$ cat src/logic/dlsup_pkg.sv
/*
 dlsup_pkg: constants, register map, modes, states and carriers of the
 dead-line detector and vt circuit supervisor.
 Assumes a 250 MHz core clock and magnitudes in percent of nominal with
 four fractional bits.
*/
package dlsup_pkg;

	// clock and timing strobe
	localparam int CLK_MHZ         = 250;
	localparam int TICK_US         = 1000;
	localparam int TICK_CYCLES_DEF = TICK_US * CLK_MHZ;

	// qualifier times in ms; one extra tick covers the partial first tick
	localparam int ARM_MS   = 200;
	localparam int QUAL_MS  = 4;
	localparam int CLEAR_MS = 200;
	localparam int LATCH_MS = 100;
	localparam int ARM_TICKS   = (ARM_MS * 1000 + TICK_US - 1) / TICK_US + 1;
	localparam int QUAL_TICKS  = (QUAL_MS * 1000 + TICK_US - 1) / TICK_US + 1;
	localparam int CLEAR_TICKS = (CLEAR_MS * 1000 + TICK_US - 1) / TICK_US + 1;
	localparam int LATCH_TICKS = (LATCH_MS * 1000 + TICK_US - 1) / TICK_US + 1;

	localparam int TMR_W = 8;
	localparam logic [TMR_W-1:0] ARM_LIM   = TMR_W'(ARM_TICKS);
	localparam logic [TMR_W-1:0] QUAL_LIM  = TMR_W'(QUAL_TICKS);
	localparam logic [TMR_W-1:0] CLEAR_LIM = TMR_W'(CLEAR_TICKS);
	localparam logic [TMR_W-1:0] LATCH_LIM = TMR_W'(LATCH_TICKS);

	// magnitudes and settings
	localparam int MAG_W  = 16;
	localparam int FRAC_W = 4;
	localparam int PCT_W  = 7;
	localparam int PROD_W = MAG_W + 5;
	localparam logic [4:0] HYS_NUM = 5'h13;
	localparam logic [4:0] HYS_DEN = 5'h14;

	localparam logic [PCT_W-1:0] VTHR_MIN    = 7'h0A;
	localparam logic [PCT_W-1:0] VTHR_MAX    = 7'h64;
	localparam logic [PCT_W-1:0] VTHR_RST    = 7'h3C;
	localparam logic [PCT_W-1:0] ITHR_MIN    = 7'h02;
	localparam logic [PCT_W-1:0] ITHR_MAX    = 7'h64;
	localparam logic [PCT_W-1:0] ITHR_RST    = 7'h0A;
	localparam logic [PCT_W-1:0] SV_VTHR_RST = 7'h1E;
	localparam logic [PCT_W-1:0] SV_ITHR_RST = 7'h0A;

	// register map
	localparam int ADDR_W = 12;
	localparam logic [ADDR_W-1:0] REG_CTRL    = 12'h000;
	localparam logic [ADDR_W-1:0] REG_DLD_THR = 12'h004;
	localparam logic [ADDR_W-1:0] REG_SUP_THR = 12'h008;
	localparam logic [ADDR_W-1:0] REG_STATUS  = 12'h00C;

	localparam int CTRL_ON_BIT  = 0;
	localparam int CTRL_MODE_LO = 1;
	localparam int THR_V_LO     = 0;
	localparam int THR_I_LO     = 8;
	localparam int ST_DEAD_BIT  = 0;
	localparam int ST_LIVE_BIT  = 1;
	localparam int ST_VOVR_LO   = 2;
	localparam int ST_IOVR_LO   = 5;
	localparam int ST_ARMED_BIT = 8;
	localparam int ST_FAULT_BIT = 9;
	localparam int ST_LATCH_BIT = 10;

	// comparator channel indices
	localparam int NCMP   = 10;
	localparam int CH_V1  = 0;
	localparam int CH_I1  = 3;
	localparam int CH_RV  = 6;
	localparam int CH_RI  = 7;
	localparam int CH_NV  = 8;
	localparam int CH_NI  = 9;

	typedef enum logic [1:0] {
		MODE_ZERO    = 2'h0,
		MODE_NEG     = 2'h1,
		MODE_SPECIAL = 2'h2
	} dlsup_mode_t;

	typedef enum logic [3:0] {
		SUP_IDLE    = 4'h1,
		SUP_ARMED   = 4'h2,
		SUP_FAULT   = 4'h4,
		SUP_LATCHED = 4'h8
	} dlsup_state_t;

	typedef struct packed {
		logic [MAG_W-1:0] l3;
		logic [MAG_W-1:0] l2;
		logic [MAG_W-1:0] l1;
	} dlsup_phase_mag_t;

	typedef struct packed {
		logic [MAG_W-1:0] residual_voltage;
		logic [MAG_W-1:0] residual_current;
		logic [MAG_W-1:0] neg_seq_voltage;
		logic [MAG_W-1:0] neg_seq_current;
	} dlsup_seq_mag_t;

endpackage : dlsup_pkg

$ cat src/logic/dlsup_cmp.sv
/*
 dlsup_cmp: one magnitude comparator with a 0.95 release ratio and a
 registered flag.
 Assumes magnitude and pickup on the core clock, same scaling.
*/
`timescale 1ns/1ns
module dlsup_cmp (
	// clock and reset
	input  wire logic                        core_clk,
	input  wire logic                        rst_b,
	// operands
	input  wire logic                        clear,
	input  wire logic [dlsup_pkg::MAG_W-1:0] mag,
	input  wire logic [dlsup_pkg::MAG_W-1:0] pick,
	// result
	output logic                             over
);

	logic [dlsup_pkg::PROD_W-1:0] mag_scaled;
	logic [dlsup_pkg::PROD_W-1:0] pick_scaled;

	assign mag_scaled  = dlsup_pkg::PROD_W'(mag) * dlsup_pkg::PROD_W'(dlsup_pkg::HYS_DEN);
	assign pick_scaled = dlsup_pkg::PROD_W'(pick) * dlsup_pkg::PROD_W'(dlsup_pkg::HYS_NUM);

	always_ff @(posedge core_clk or negedge rst_b)
	begin
		if (!rst_b)
			over <= 1'b0;
		else if (clear)
			over <= 1'b0;
		else if (mag > pick)
			over <= 1'b1;
		else if (mag_scaled < pick_scaled)
			over <= 1'b0;
	end

endmodule : dlsup_cmp

$ cat src/logic/dlsup_top.sv
/*
 dlsup_top: dead-line / live-line detector with per-phase flags and a vt
 circuit supervisor, settings and status over APB.
 Assumes magnitudes come from front-end logic on core_clk, the inhibit
 from user logic on core_clk, and an APB master on the same clock.
*/
`timescale 1ns/1ns
// Function
// dead flag only when all voltages and all currents are below threshold.
// live flag when all three voltages are above threshold.
// voltage threshold 10 to 100 percent, step one, reset 60.
// current threshold 2 to 100 percent, step one, reset 10.
// on/off setting, reset off; when off all detector outputs low.
// user inhibit input disables the detector while high.
// one voltage-over flag per phase.
// one current-over flag per phase.
// dead and live flags on outputs and in a readable status.
// detector makes no event records, only flags and status.
// zero-sequence mode: residual voltage high and residual current low.
// negative mode: negative voltage high and negative current low.
// special mode: residual voltage high, residual and negative current low.
// supervisor arms after live flag held 200 ms.
// dead line returns supervisor to unarmed, except when latched.
// armed: fault output after condition held 4 ms.
// supervisor works only while detector is enabled and not inhibited.
// condition gone on live line: fault output clears after 200 ms.
// dead line after 100 ms of fault: output latched through dead time.
// dead line before 100 ms of fault: output cleared.
// front end supplies per-phase fundamental magnitudes.
// front end supplies residual and negative-sequence magnitudes.
// comparators release at 0.95 of pickup.
// settings hold supervisor mode and its own thresholds.
// delays counted in ticks of a fixed strobe; counters restart on drop.
module dlsup_top #(
	parameter int TICK_CYCLES = dlsup_pkg::TICK_CYCLES_DEF
) (
	// clock and reset
	input  wire logic                         core_clk,
	input  wire logic                         rst_b,
	// apb slave
	input  wire logic                         psel,
	input  wire logic                         penable,
	input  wire logic                         pwrite,
	input  wire logic [dlsup_pkg::ADDR_W-1:0] paddr,
	input  wire logic [31:0]                  pwdata,
	output logic      [31:0]                  prdata,
	output logic                              pready,
	output logic                              pslverr,
	// magnitudes from the front end
	input  wire dlsup_pkg::dlsup_phase_mag_t  phase_voltage,
	input  wire dlsup_pkg::dlsup_phase_mag_t  phase_current,
	input  wire dlsup_pkg::dlsup_seq_mag_t    seq_mag,
	// user logic
	input  wire logic                         detector_inhibit,
	// flags
	output logic                              phase1_voltage_over,
	output logic                              phase2_voltage_over,
	output logic                              phase3_voltage_over,
	output logic                              phase1_current_over,
	output logic                              phase2_current_over,
	output logic                              phase3_current_over,
	output logic                              line_dead_flag,
	output logic                              line_live_flag,
	output logic                              vt_circuit_fault
);

	localparam int TICK_W = $clog2(TICK_CYCLES);
	localparam logic [TICK_W-1:0] TICK_LAST = TICK_W'(TICK_CYCLES - 1);

	// settings
	logic                           detector_on;
	dlsup_pkg::dlsup_mode_t         sup_mode;
	logic [dlsup_pkg::PCT_W-1:0]    dld_vthr;
	logic [dlsup_pkg::PCT_W-1:0]    dld_ithr;
	logic [dlsup_pkg::PCT_W-1:0]    sup_vthr;
	logic [dlsup_pkg::PCT_W-1:0]    sup_ithr;

	// bus
	logic                           apb_access;
	logic                           apb_done;
	logic [31:0]                    next_prdata;
	logic                           next_slverr;

	// comparators
	logic [dlsup_pkg::MAG_W-1:0]    cmp_mag  [dlsup_pkg::NCMP];
	logic [dlsup_pkg::MAG_W-1:0]    cmp_pick [dlsup_pkg::NCMP];
	logic [dlsup_pkg::NCMP-1:0]     cmp_over;
	logic [dlsup_pkg::MAG_W-1:0]    dld_vpick;
	logic [dlsup_pkg::MAG_W-1:0]    dld_ipick;
	logic [dlsup_pkg::MAG_W-1:0]    sup_vpick;
	logic [dlsup_pkg::MAG_W-1:0]    sup_ipick;
	logic                           operable;
	logic [2:0]                     v_over;
	logic [2:0]                     i_over;

	// supervisor
	logic [TICK_W-1:0]              tick_cnt;
	logic                           tick;
	logic [dlsup_pkg::TMR_W-1:0]    arm_cnt;
	logic [dlsup_pkg::TMR_W-1:0]    qual_cnt;
	logic [dlsup_pkg::TMR_W-1:0]    hold_cnt;
	logic [dlsup_pkg::TMR_W-1:0]    clr_cnt;
	logic                           fault_cond;
	dlsup_pkg::dlsup_state_t        sup_state;
	dlsup_pkg::dlsup_state_t        next_sup_state;

	function automatic logic [dlsup_pkg::PCT_W-1:0] clamp_pct(
		input logic [dlsup_pkg::PCT_W-1:0] val,
		input logic [dlsup_pkg::PCT_W-1:0] lo,
		input logic [dlsup_pkg::PCT_W-1:0] hi
	);
		if (val < lo)
			return lo;
		else if (val > hi)
			return hi;
		else
			return val;
	endfunction : clamp_pct

	// apb: one wait state, writes land with pready high
	assign apb_access = psel & penable & ~pready;
	assign apb_done   = psel & penable & pready;

	always_comb
	begin
		next_prdata = 32'h0000_0000;
		next_slverr = 1'b0;
		case (paddr)
			dlsup_pkg::REG_CTRL:
			begin
				next_prdata[dlsup_pkg::CTRL_ON_BIT] = detector_on;
				next_prdata[dlsup_pkg::CTRL_MODE_LO +: 2] = sup_mode;
			end
			dlsup_pkg::REG_DLD_THR:
			begin
				next_prdata[dlsup_pkg::THR_V_LO +: dlsup_pkg::PCT_W] = dld_vthr;
				next_prdata[dlsup_pkg::THR_I_LO +: dlsup_pkg::PCT_W] = dld_ithr;
			end
			dlsup_pkg::REG_SUP_THR:
			begin
				next_prdata[dlsup_pkg::THR_V_LO +: dlsup_pkg::PCT_W] = sup_vthr;
				next_prdata[dlsup_pkg::THR_I_LO +: dlsup_pkg::PCT_W] = sup_ithr;
			end
			dlsup_pkg::REG_STATUS:
			begin
				next_prdata[dlsup_pkg::ST_DEAD_BIT] = line_dead_flag;
				next_prdata[dlsup_pkg::ST_LIVE_BIT] = line_live_flag;
				next_prdata[dlsup_pkg::ST_VOVR_LO +: 3] = v_over;
				next_prdata[dlsup_pkg::ST_IOVR_LO +: 3] = i_over;
				next_prdata[dlsup_pkg::ST_ARMED_BIT] = (sup_state == dlsup_pkg::SUP_ARMED);
				next_prdata[dlsup_pkg::ST_FAULT_BIT] = vt_circuit_fault;
				next_prdata[dlsup_pkg::ST_LATCH_BIT] = (sup_state == dlsup_pkg::SUP_LATCHED);
			end
			default:
				next_slverr = 1'b1;
		endcase
	end

	always_ff @(posedge core_clk or negedge rst_b)
	begin
		if (!rst_b)
		begin
			pready  <= 1'b0;
			prdata  <= 32'h0000_0000;
			pslverr <= 1'b0;
		end
		else
		begin
			pready  <= apb_access;
			pslverr <= apb_access & next_slverr;
			if (apb_access)
				prdata <= pwrite ? 32'h0000_0000 : next_prdata;
		end
	end

	// settings registers; out-of-range thresholds are pulled into range, a mode write of 3 is ignored
	always_ff @(posedge core_clk or negedge rst_b)
	begin
		if (!rst_b)
		begin
			detector_on <= 1'b0;
			sup_mode    <= dlsup_pkg::MODE_ZERO;
			dld_vthr    <= dlsup_pkg::VTHR_RST;
			dld_ithr    <= dlsup_pkg::ITHR_RST;
			sup_vthr    <= dlsup_pkg::SV_VTHR_RST;
			sup_ithr    <= dlsup_pkg::SV_ITHR_RST;
		end
		else if (apb_done && pwrite)
		begin
			case (paddr)
				dlsup_pkg::REG_CTRL:
				begin
					detector_on <= pwdata[dlsup_pkg::CTRL_ON_BIT];
					if (pwdata[dlsup_pkg::CTRL_MODE_LO +: 2] != 2'h3)
						sup_mode <= dlsup_pkg::dlsup_mode_t'(pwdata[dlsup_pkg::CTRL_MODE_LO +: 2]);
				end
				dlsup_pkg::REG_DLD_THR:
				begin
					dld_vthr <= clamp_pct(pwdata[dlsup_pkg::THR_V_LO +: dlsup_pkg::PCT_W],
						dlsup_pkg::VTHR_MIN, dlsup_pkg::VTHR_MAX);
					dld_ithr <= clamp_pct(pwdata[dlsup_pkg::THR_I_LO +: dlsup_pkg::PCT_W],
						dlsup_pkg::ITHR_MIN, dlsup_pkg::ITHR_MAX);
				end
				dlsup_pkg::REG_SUP_THR:
				begin
					sup_vthr <= clamp_pct(pwdata[dlsup_pkg::THR_V_LO +: dlsup_pkg::PCT_W],
						dlsup_pkg::VTHR_MIN, dlsup_pkg::VTHR_MAX);
					sup_ithr <= clamp_pct(pwdata[dlsup_pkg::THR_I_LO +: dlsup_pkg::PCT_W],
						dlsup_pkg::ITHR_MIN, dlsup_pkg::ITHR_MAX);
				end
				default:
				begin
				end
			endcase
		end
	end

	// comparator channels
	assign operable  = detector_on & ~detector_inhibit; // see R5, see R6
	assign dld_vpick = dlsup_pkg::MAG_W'({dld_vthr, {dlsup_pkg::FRAC_W{1'b0}}});
	assign dld_ipick = dlsup_pkg::MAG_W'({dld_ithr, {dlsup_pkg::FRAC_W{1'b0}}});
	assign sup_vpick = dlsup_pkg::MAG_W'({sup_vthr, {dlsup_pkg::FRAC_W{1'b0}}});
	assign sup_ipick = dlsup_pkg::MAG_W'({sup_ithr, {dlsup_pkg::FRAC_W{1'b0}}});

	assign cmp_mag[dlsup_pkg::CH_V1]     = phase_voltage.l1;
	assign cmp_mag[dlsup_pkg::CH_V1 + 1] = phase_voltage.l2;
	assign cmp_mag[dlsup_pkg::CH_V1 + 2] = phase_voltage.l3;
	assign cmp_mag[dlsup_pkg::CH_I1]     = phase_current.l1;
	assign cmp_mag[dlsup_pkg::CH_I1 + 1] = phase_current.l2;
	assign cmp_mag[dlsup_pkg::CH_I1 + 2] = phase_current.l3;
	assign cmp_mag[dlsup_pkg::CH_RV]     = seq_mag.residual_voltage;
	assign cmp_mag[dlsup_pkg::CH_RI]     = seq_mag.residual_current;
	assign cmp_mag[dlsup_pkg::CH_NV]     = seq_mag.neg_seq_voltage;
	assign cmp_mag[dlsup_pkg::CH_NI]     = seq_mag.neg_seq_current;

	generate
		for (genvar ch = 0; ch < dlsup_pkg::NCMP; ch++)
		begin : g_cmp
			if (ch < dlsup_pkg::CH_I1)
				assign cmp_pick[ch] = dld_vpick;
			else if (ch < dlsup_pkg::CH_RV)
				assign cmp_pick[ch] = dld_ipick;
			else if (ch == dlsup_pkg::CH_RV || ch == dlsup_pkg::CH_NV)
				assign cmp_pick[ch] = sup_vpick;
			else
				assign cmp_pick[ch] = sup_ipick;

			dlsup_cmp u_cmp (
				.core_clk (core_clk),
				.rst_b    (rst_b),
				.clear    (~operable),
				.mag      (cmp_mag[ch]),
				.pick     (cmp_pick[ch]),
				.over     (cmp_over[ch])
			);
		end
	endgenerate

	assign v_over = cmp_over[dlsup_pkg::CH_V1 +: 3];
	assign i_over = cmp_over[dlsup_pkg::CH_I1 +: 3];

	assign phase1_voltage_over = v_over[0];
	assign phase2_voltage_over = v_over[1];
	assign phase3_voltage_over = v_over[2];
	assign phase1_current_over = i_over[0];
	assign phase2_current_over = i_over[1];
	assign phase3_current_over = i_over[2];

	// line state; flags and status only, nothing is recorded
	always_ff @(posedge core_clk or negedge rst_b)
	begin
		if (!rst_b)
		begin
			line_dead_flag <= 1'b0;
			line_live_flag <= 1'b0;
		end
		else
		begin
			line_dead_flag <= operable & ~(|v_over) & ~(|i_over);
			line_live_flag <= operable & (&v_over);
		end
	end

	// fault condition of the selected mode
	always_comb
	begin
		case (sup_mode)
			dlsup_pkg::MODE_ZERO:
				fault_cond = cmp_over[dlsup_pkg::CH_RV] & ~cmp_over[dlsup_pkg::CH_RI];
			dlsup_pkg::MODE_NEG:
				fault_cond = cmp_over[dlsup_pkg::CH_NV] & ~cmp_over[dlsup_pkg::CH_NI];
			dlsup_pkg::MODE_SPECIAL:
				fault_cond = cmp_over[dlsup_pkg::CH_RV] & ~cmp_over[dlsup_pkg::CH_RI]
					& ~cmp_over[dlsup_pkg::CH_NI];
			default:
				fault_cond = 1'b0;
		endcase
	end

	// 1 ms timing strobe
	always_ff @(posedge core_clk or negedge rst_b)
	begin
		if (!rst_b)
		begin
			tick_cnt <= '0;
			tick     <= 1'b0;
		end
		else
		begin
			tick     <= (tick_cnt == TICK_LAST);
			tick_cnt <= (tick_cnt == TICK_LAST) ? '0 : tick_cnt + 1'b1;
		end
	end

	// qualifier timers, each restarts when its condition drops
	always_ff @(posedge core_clk or negedge rst_b)
	begin
		if (!rst_b)
			arm_cnt <= '0;
		else if (!operable || !line_live_flag)
			arm_cnt <= '0;
		else if (tick && arm_cnt != dlsup_pkg::ARM_LIM)
			arm_cnt <= arm_cnt + 1'b1;
	end

	always_ff @(posedge core_clk or negedge rst_b)
	begin
		if (!rst_b)
			qual_cnt <= '0;
		else if (sup_state != dlsup_pkg::SUP_ARMED || !fault_cond)
			qual_cnt <= '0;
		else if (tick && qual_cnt != dlsup_pkg::QUAL_LIM)
			qual_cnt <= qual_cnt + 1'b1;
	end

	always_ff @(posedge core_clk or negedge rst_b)
	begin
		if (!rst_b)
			hold_cnt <= '0;
		else if (sup_state != dlsup_pkg::SUP_FAULT && sup_state != dlsup_pkg::SUP_LATCHED)
			hold_cnt <= '0;
		else if (tick && hold_cnt != dlsup_pkg::LATCH_LIM)
			hold_cnt <= hold_cnt + 1'b1;
	end

	always_ff @(posedge core_clk or negedge rst_b)
	begin
		if (!rst_b)
			clr_cnt <= '0;
		else if (sup_state != dlsup_pkg::SUP_FAULT || fault_cond || !line_live_flag)
			clr_cnt <= '0;
		else if (tick && clr_cnt != dlsup_pkg::CLEAR_LIM)
			clr_cnt <= clr_cnt + 1'b1;
	end

	// supervisor sequence
	always_comb
	begin
		next_sup_state = sup_state;
		case (sup_state)
			dlsup_pkg::SUP_IDLE:
				if (operable && !line_dead_flag && arm_cnt == dlsup_pkg::ARM_LIM)
					next_sup_state = dlsup_pkg::SUP_ARMED;
			dlsup_pkg::SUP_ARMED:
				if (!operable || line_dead_flag)
					next_sup_state = dlsup_pkg::SUP_IDLE; // see R15
				else if (qual_cnt == dlsup_pkg::QUAL_LIM)
					next_sup_state = dlsup_pkg::SUP_FAULT;
			dlsup_pkg::SUP_FAULT:
				if (!operable)
					next_sup_state = dlsup_pkg::SUP_IDLE;
				else if (line_dead_flag)
					next_sup_state = (hold_cnt == dlsup_pkg::LATCH_LIM)
						? dlsup_pkg::SUP_LATCHED
						: dlsup_pkg::SUP_IDLE;
				else if (clr_cnt == dlsup_pkg::CLEAR_LIM)
					next_sup_state = dlsup_pkg::SUP_ARMED;
			dlsup_pkg::SUP_LATCHED:
				if (!operable)
					next_sup_state = dlsup_pkg::SUP_IDLE;
				else if (line_live_flag)
					next_sup_state = dlsup_pkg::SUP_FAULT;
			default:
				next_sup_state = dlsup_pkg::SUP_IDLE;
		endcase
	end

	always_ff @(posedge core_clk or negedge rst_b)
	begin
		if (!rst_b)
		begin
			sup_state        <= dlsup_pkg::SUP_IDLE;
			vt_circuit_fault <= 1'b0;
		end
		else
		begin
			sup_state        <= next_sup_state;
			vt_circuit_fault <= (next_sup_state == dlsup_pkg::SUP_FAULT)
				|| (next_sup_state == dlsup_pkg::SUP_LATCHED); // see R16
		end
	end

endmodule : dlsup_top

$ cat config.mk
export PLATFORM = sky130hd
export DESIGN_NAME = dlsup_top
export DESIGN_NICKNAME = d
export VERILOG_FILES = /design/src/logic/dlsup_pkg.sv /design/src/logic/dlsup_cmp.sv /design/src/logic/dlsup_top.sv
export SDC_FILE = /design/constraint.sdc
export NUM_CORES = 1
export LEC_CHECK = 0
export CAP_MARGIN = 20
export CORE_MARGIN = 1.5
export CORE_UTILIZATION = 35
export CTS_BUF_LIST = sky130_fd_sc_hd__clkbuf_8
export DETAILED_ROUTE_END_ITERATION = 8
export DONT_BUFFER_PORTS = 1
export HOLD_SLACK_MARGIN = 0.15
export MAX_ROUTING_LAYER = met4
export PLACE_DENSITY = 0.49
export SLEW_MARGIN = 20
export SYNTH_ARGS = -nofsm -noshare
export SYNTH_HDL_FRONTEND = slang
export SYNTH_HIERARCHICAL = 1
export SYNTH_SLANG_ARGS = --single-unit
$ cat constraint.sdc
create_clock -name core_clk -period 5 [get_ports core_clk]
set_input_delay 1 -clock core_clk [delete_from_list [all_inputs] [get_ports core_clk]]
set_output_delay 1 -clock core_clk [all_outputs]
set_load 0.005 [all_outputs]
==> out/results.tsv <==
metric	value	unit
syn_area_per_cell	8.31	um2
clock_skew	0.0330	ns
initial_core_util	35.4	%
grt_pass1_vias	30100	
cp_slowest_cell	dfrtp_1	
multiInputGateArea	0.0323	mm2
rows	118	
grt_pass1_wl	156	mm
rrSetupSlack	0.53	ns
max_slew.worst_pin.slew	0.968	ns
max_stage_delay	0.80	ns
cts.clk_slew.worst_paths	0.11	ns
ir_worst_vdd	140	uV
dp.cells	6131	
yosysTopAreaCellShare	34.1	%
via_per_inst	4.99	
final_cell_mix	1002 x ha_1, 714 x inv_1, 352 x conb_1, 311 x a21oi_1, 233 x nand2_1	
clock.fmax	224	MHz
cellPowerDensity	139	mW/mm2
cts.sinks	116	
cp.required	5.43	ns
routedWlPerCell	15.5	um
grt.overflow.total	0	
synth-seq-cells	116	
async_flop_share	100	%
maxSlewHeadroom	34.6	%
final_antenna_net_count	0	
areaGrowthSynthToFinish	9.12	%
status	completed	
drtIter0Drc	1223	
fin_crit	4.47	ns
p_total	5.60	mW
drc	0	
slew_viol_final	0	
gp_congestion	0.840	
fin_cells	6169	
dr.pass1.iters	5	
nNetsFinal	6114	
portBuffers	0	
post_cts_buffers	0	
drive_above_1_share	4.24	%
synth_top_cell_by_area	ha_1	
clock_latency	0.54	ns
synthDistinctLibCells	99	
postLayoutCellArea	0.0402	mm2
synth_top_flop_cell	dfrtp_1	
regArea	0.00292	mm2
critPathCaptureType	register	
grt_max_degree	76	
cap_violations	0	
cts_buffers	17	
regToRegStartpoint	dld_vthr[1]$_DFFE_PN0P_	
grt_antenna_before_repair	6	
die_h	327	um
synth_edf_count	0	
synth_area_leaders	ha_1 34%, inv_1 7.3%, fa_1 7.1%	
num_vias	30800	
cp-start-kind	register	
yosysWarningCount	6	
n_fill_cell	11000	
cts_tree	yes	
place_worst_setup_slack	0.487	ns
cts_buffer_depth	2	
cp.arrival	4.90	ns
root_buffer	clkbuf_8	
layout_commonest_cell	ha_1	
die_area	0.107	mm2
track_usage	18.6	%
htreeDepth	4	
drt-total-wl	95.9	mm
cp_common_cell	a21oi_1	
dp_hpwl	82.4	mm
p_leak	20.6	nW
hold_path.class	input pin to asynchronous set/reset pin	
finalSetupViolCount	0	
r2r_end	g_cmp[2].u_cmp/over$_DFFE_PN0P_	
criticalPathCategory	register to register	
fp.dieW	327	um
finalHoldViolations	0	
placed_cell_area	0.0397	mm2
path_buf_inv	3	
path_delay_family	compound AO/OA/AOI/OAI gates	
ff2ff_path_depth	19	
whs	0.320	ns
fin_tns_setup	0	ns
rsz0062_at_grt	false	
synth_sequential_area_ratio	7.93	%
io_pins	253	
syn_area	0.0368	mm2
synth_cells	4428	
core_area	0.104	mm2
path_max_fanout	9	
fin_ws	0.531	ns
utilization	38.6	%
post-route-period-util	89.4	%
cp_cell_sequence	buf_4 -> ha_1 -> inv_1 -> fa_1 -> inv_1 -> ha_1 -> o21a_1 -> o21ai_1 -> nor2b_1 -> a211o_1 -> nor2b_1 -> xor2_1 -> ha_1 -> a21oi_1 -> o21ai_0 -> a21oi_1 -> a21oi_1 -> o31ai_1 -> a21oi_1	
-- layer usage --
layer	GRT usage, %	wire length, um	vias up
met1	24.3	46700	14100
met4	2.29	796	0
li1	-	-	16200
met3	3.29	4470	43
met2	30.7	43900	344
met5	-	0	-
-- synthesized netlist by cell type, drive strengths merged, types with 10 or more instances --
library cell  count
o31ai            28
a2111oi          10
o21bai           41
a21oi           318
a22oi            11
a221oi           12
o21ai           202
mux2             39
buf              31
and3             29
fa              130
nand4            69
o2111ai          17
dfrtp           103
xnor2           139
o21a             79
ha             1002
nor2b            51
dfstp            13
inv             715
nor3             60
nor2            211
a21o            154
o31a             22
xor2            133
nand3b           18
clkbuf           13
nor4             12
a211o            31
and2             16
o311ai           10
or3              24
or2              15
a31oi            23
a311oi           13
o211ai           58
nand2b           35
o22ai            13
nand3            77
a211oi           72
nand2           233
-- report_power, final --
group | leakage, nW | total [mW] | internal (mW) | switching [mW]
clock | 0.190 | 0.940 | 0.419 | 0.522
combinational | 18.8 | 3.72 | 1.67 | 2.04
sequential | 1.55 | 0.940 | 0.939 | 0.000897
total | 20.6 | 5.60 | 3.03 | 2.57
-- sequential cells by signal (all words and copies together) (netlist names), 2 cells and up --
register,count
tick_cnt,18
qual_cnt,8
dld_ithr,7
g_cmp.u_cmp/over,10
sup_mode,2
prdata,15
sup_vthr,7
hold_cnt,8
arm_cnt,8
sup_ithr,7
dld_vthr,7
clr_cnt,8
sup_state,4
-- logic make-up (layout without fill, tap and decap cells) --
| kind of cell | after synthesis | in the layout | share of synthesized area, % |
|---|---|---|---|
| other | 1 | 356 | 0.0102 |
| AO/OA/AOI/OAI | 1188 | 1188 | 22.4 |
| multiplexers | 49 | 49 | 1.57 |
| XOR/XNOR | 272 | 272 | 6.47 |
| flip-flops | 116 | 116 | 7.93 |
| adder cells (fa/ha/maj) | 1132 | 1132 | 41.1 |
| buffers and inverters | 759 | 765 | 8.00 |
| AND/OR/NAND/NOR | 911 | 911 | 12.5 |
-- how the worst max path moves through the flow --
| stage | slack (ns) | endpoint | start | cells past startpoint |
|---|---|---|---|---|
| 3_3_place_gp | 0.53 | g_cmp[1].u_cmp/over$_DFFE_PN0P_ | dld_vthr[1]$_DFFE_PN0P_ | 16 |
| 4_1_cts | 0.49 | g_cmp[5].u_cmp/over$_DFFE_PN0P_ | dld_ithr[0]$_DFFE_PN0P_ | 17 |
| 3_5_place_dp | 0.49 | g_cmp[2].u_cmp/over$_DFFE_PN0P_ | dld_vthr[1]$_DFFE_PN0P_ | 19 |
| 2_1_floorplan | 1.08 | g_cmp[4].u_cmp/over$_DFFE_PN0P_ | phase_current[18] | 14 |
| 5_1_grt | 0.20 | g_cmp[2].u_cmp/over$_DFFE_PN0P_ | dld_vthr[1]$_DFFE_PN0P_ | 19 |
| 6_report | 0.53 | g_cmp[2].u_cmp/over$_DFFE_PN0P_ | dld_vthr[1]$_DFFE_PN0P_ | 19 |
-- cell type report --
type / count / area share (%)
inverter: 715 / 6.68
clock buffer: 18 / 0.617
timing repair buffer: 18 / 0.417
antenna: 4 / 0.0249
clock inverter: 14 / 0.361
multi-input combinational: 3904 / 80.3
sequential: 116 / 7.27
tap: 1380 / 4.30
-- worst register-to-register path: stages, from the launching register on --
cell and delay [ns]:
dfrtp_1 0.80, buf_4 0.30, ha_1 0.14, inv_1 0.05, fa_1 0.37, inv_1 0.06
ha_1 0.26, o21a_1 0.19, o21ai_1 0.28, nor2b_1 0.27, a211o_1 0.21, nor2b_1 0.18
xor2_1 0.18, ha_1 0.27, a21oi_1 0.13, o21ai_0 0.13, a21oi_1 0.17, a21oi_1 0.08
o31ai_1 0.23, a21oi_1 0.09
-- timing repair --
action,in CTS,in global routing
hold endpoints to repair,75,0
hold buffers,2,0
gates resized for setup,0,0
No activity file was read; power rests on OpenSTA's default activity.
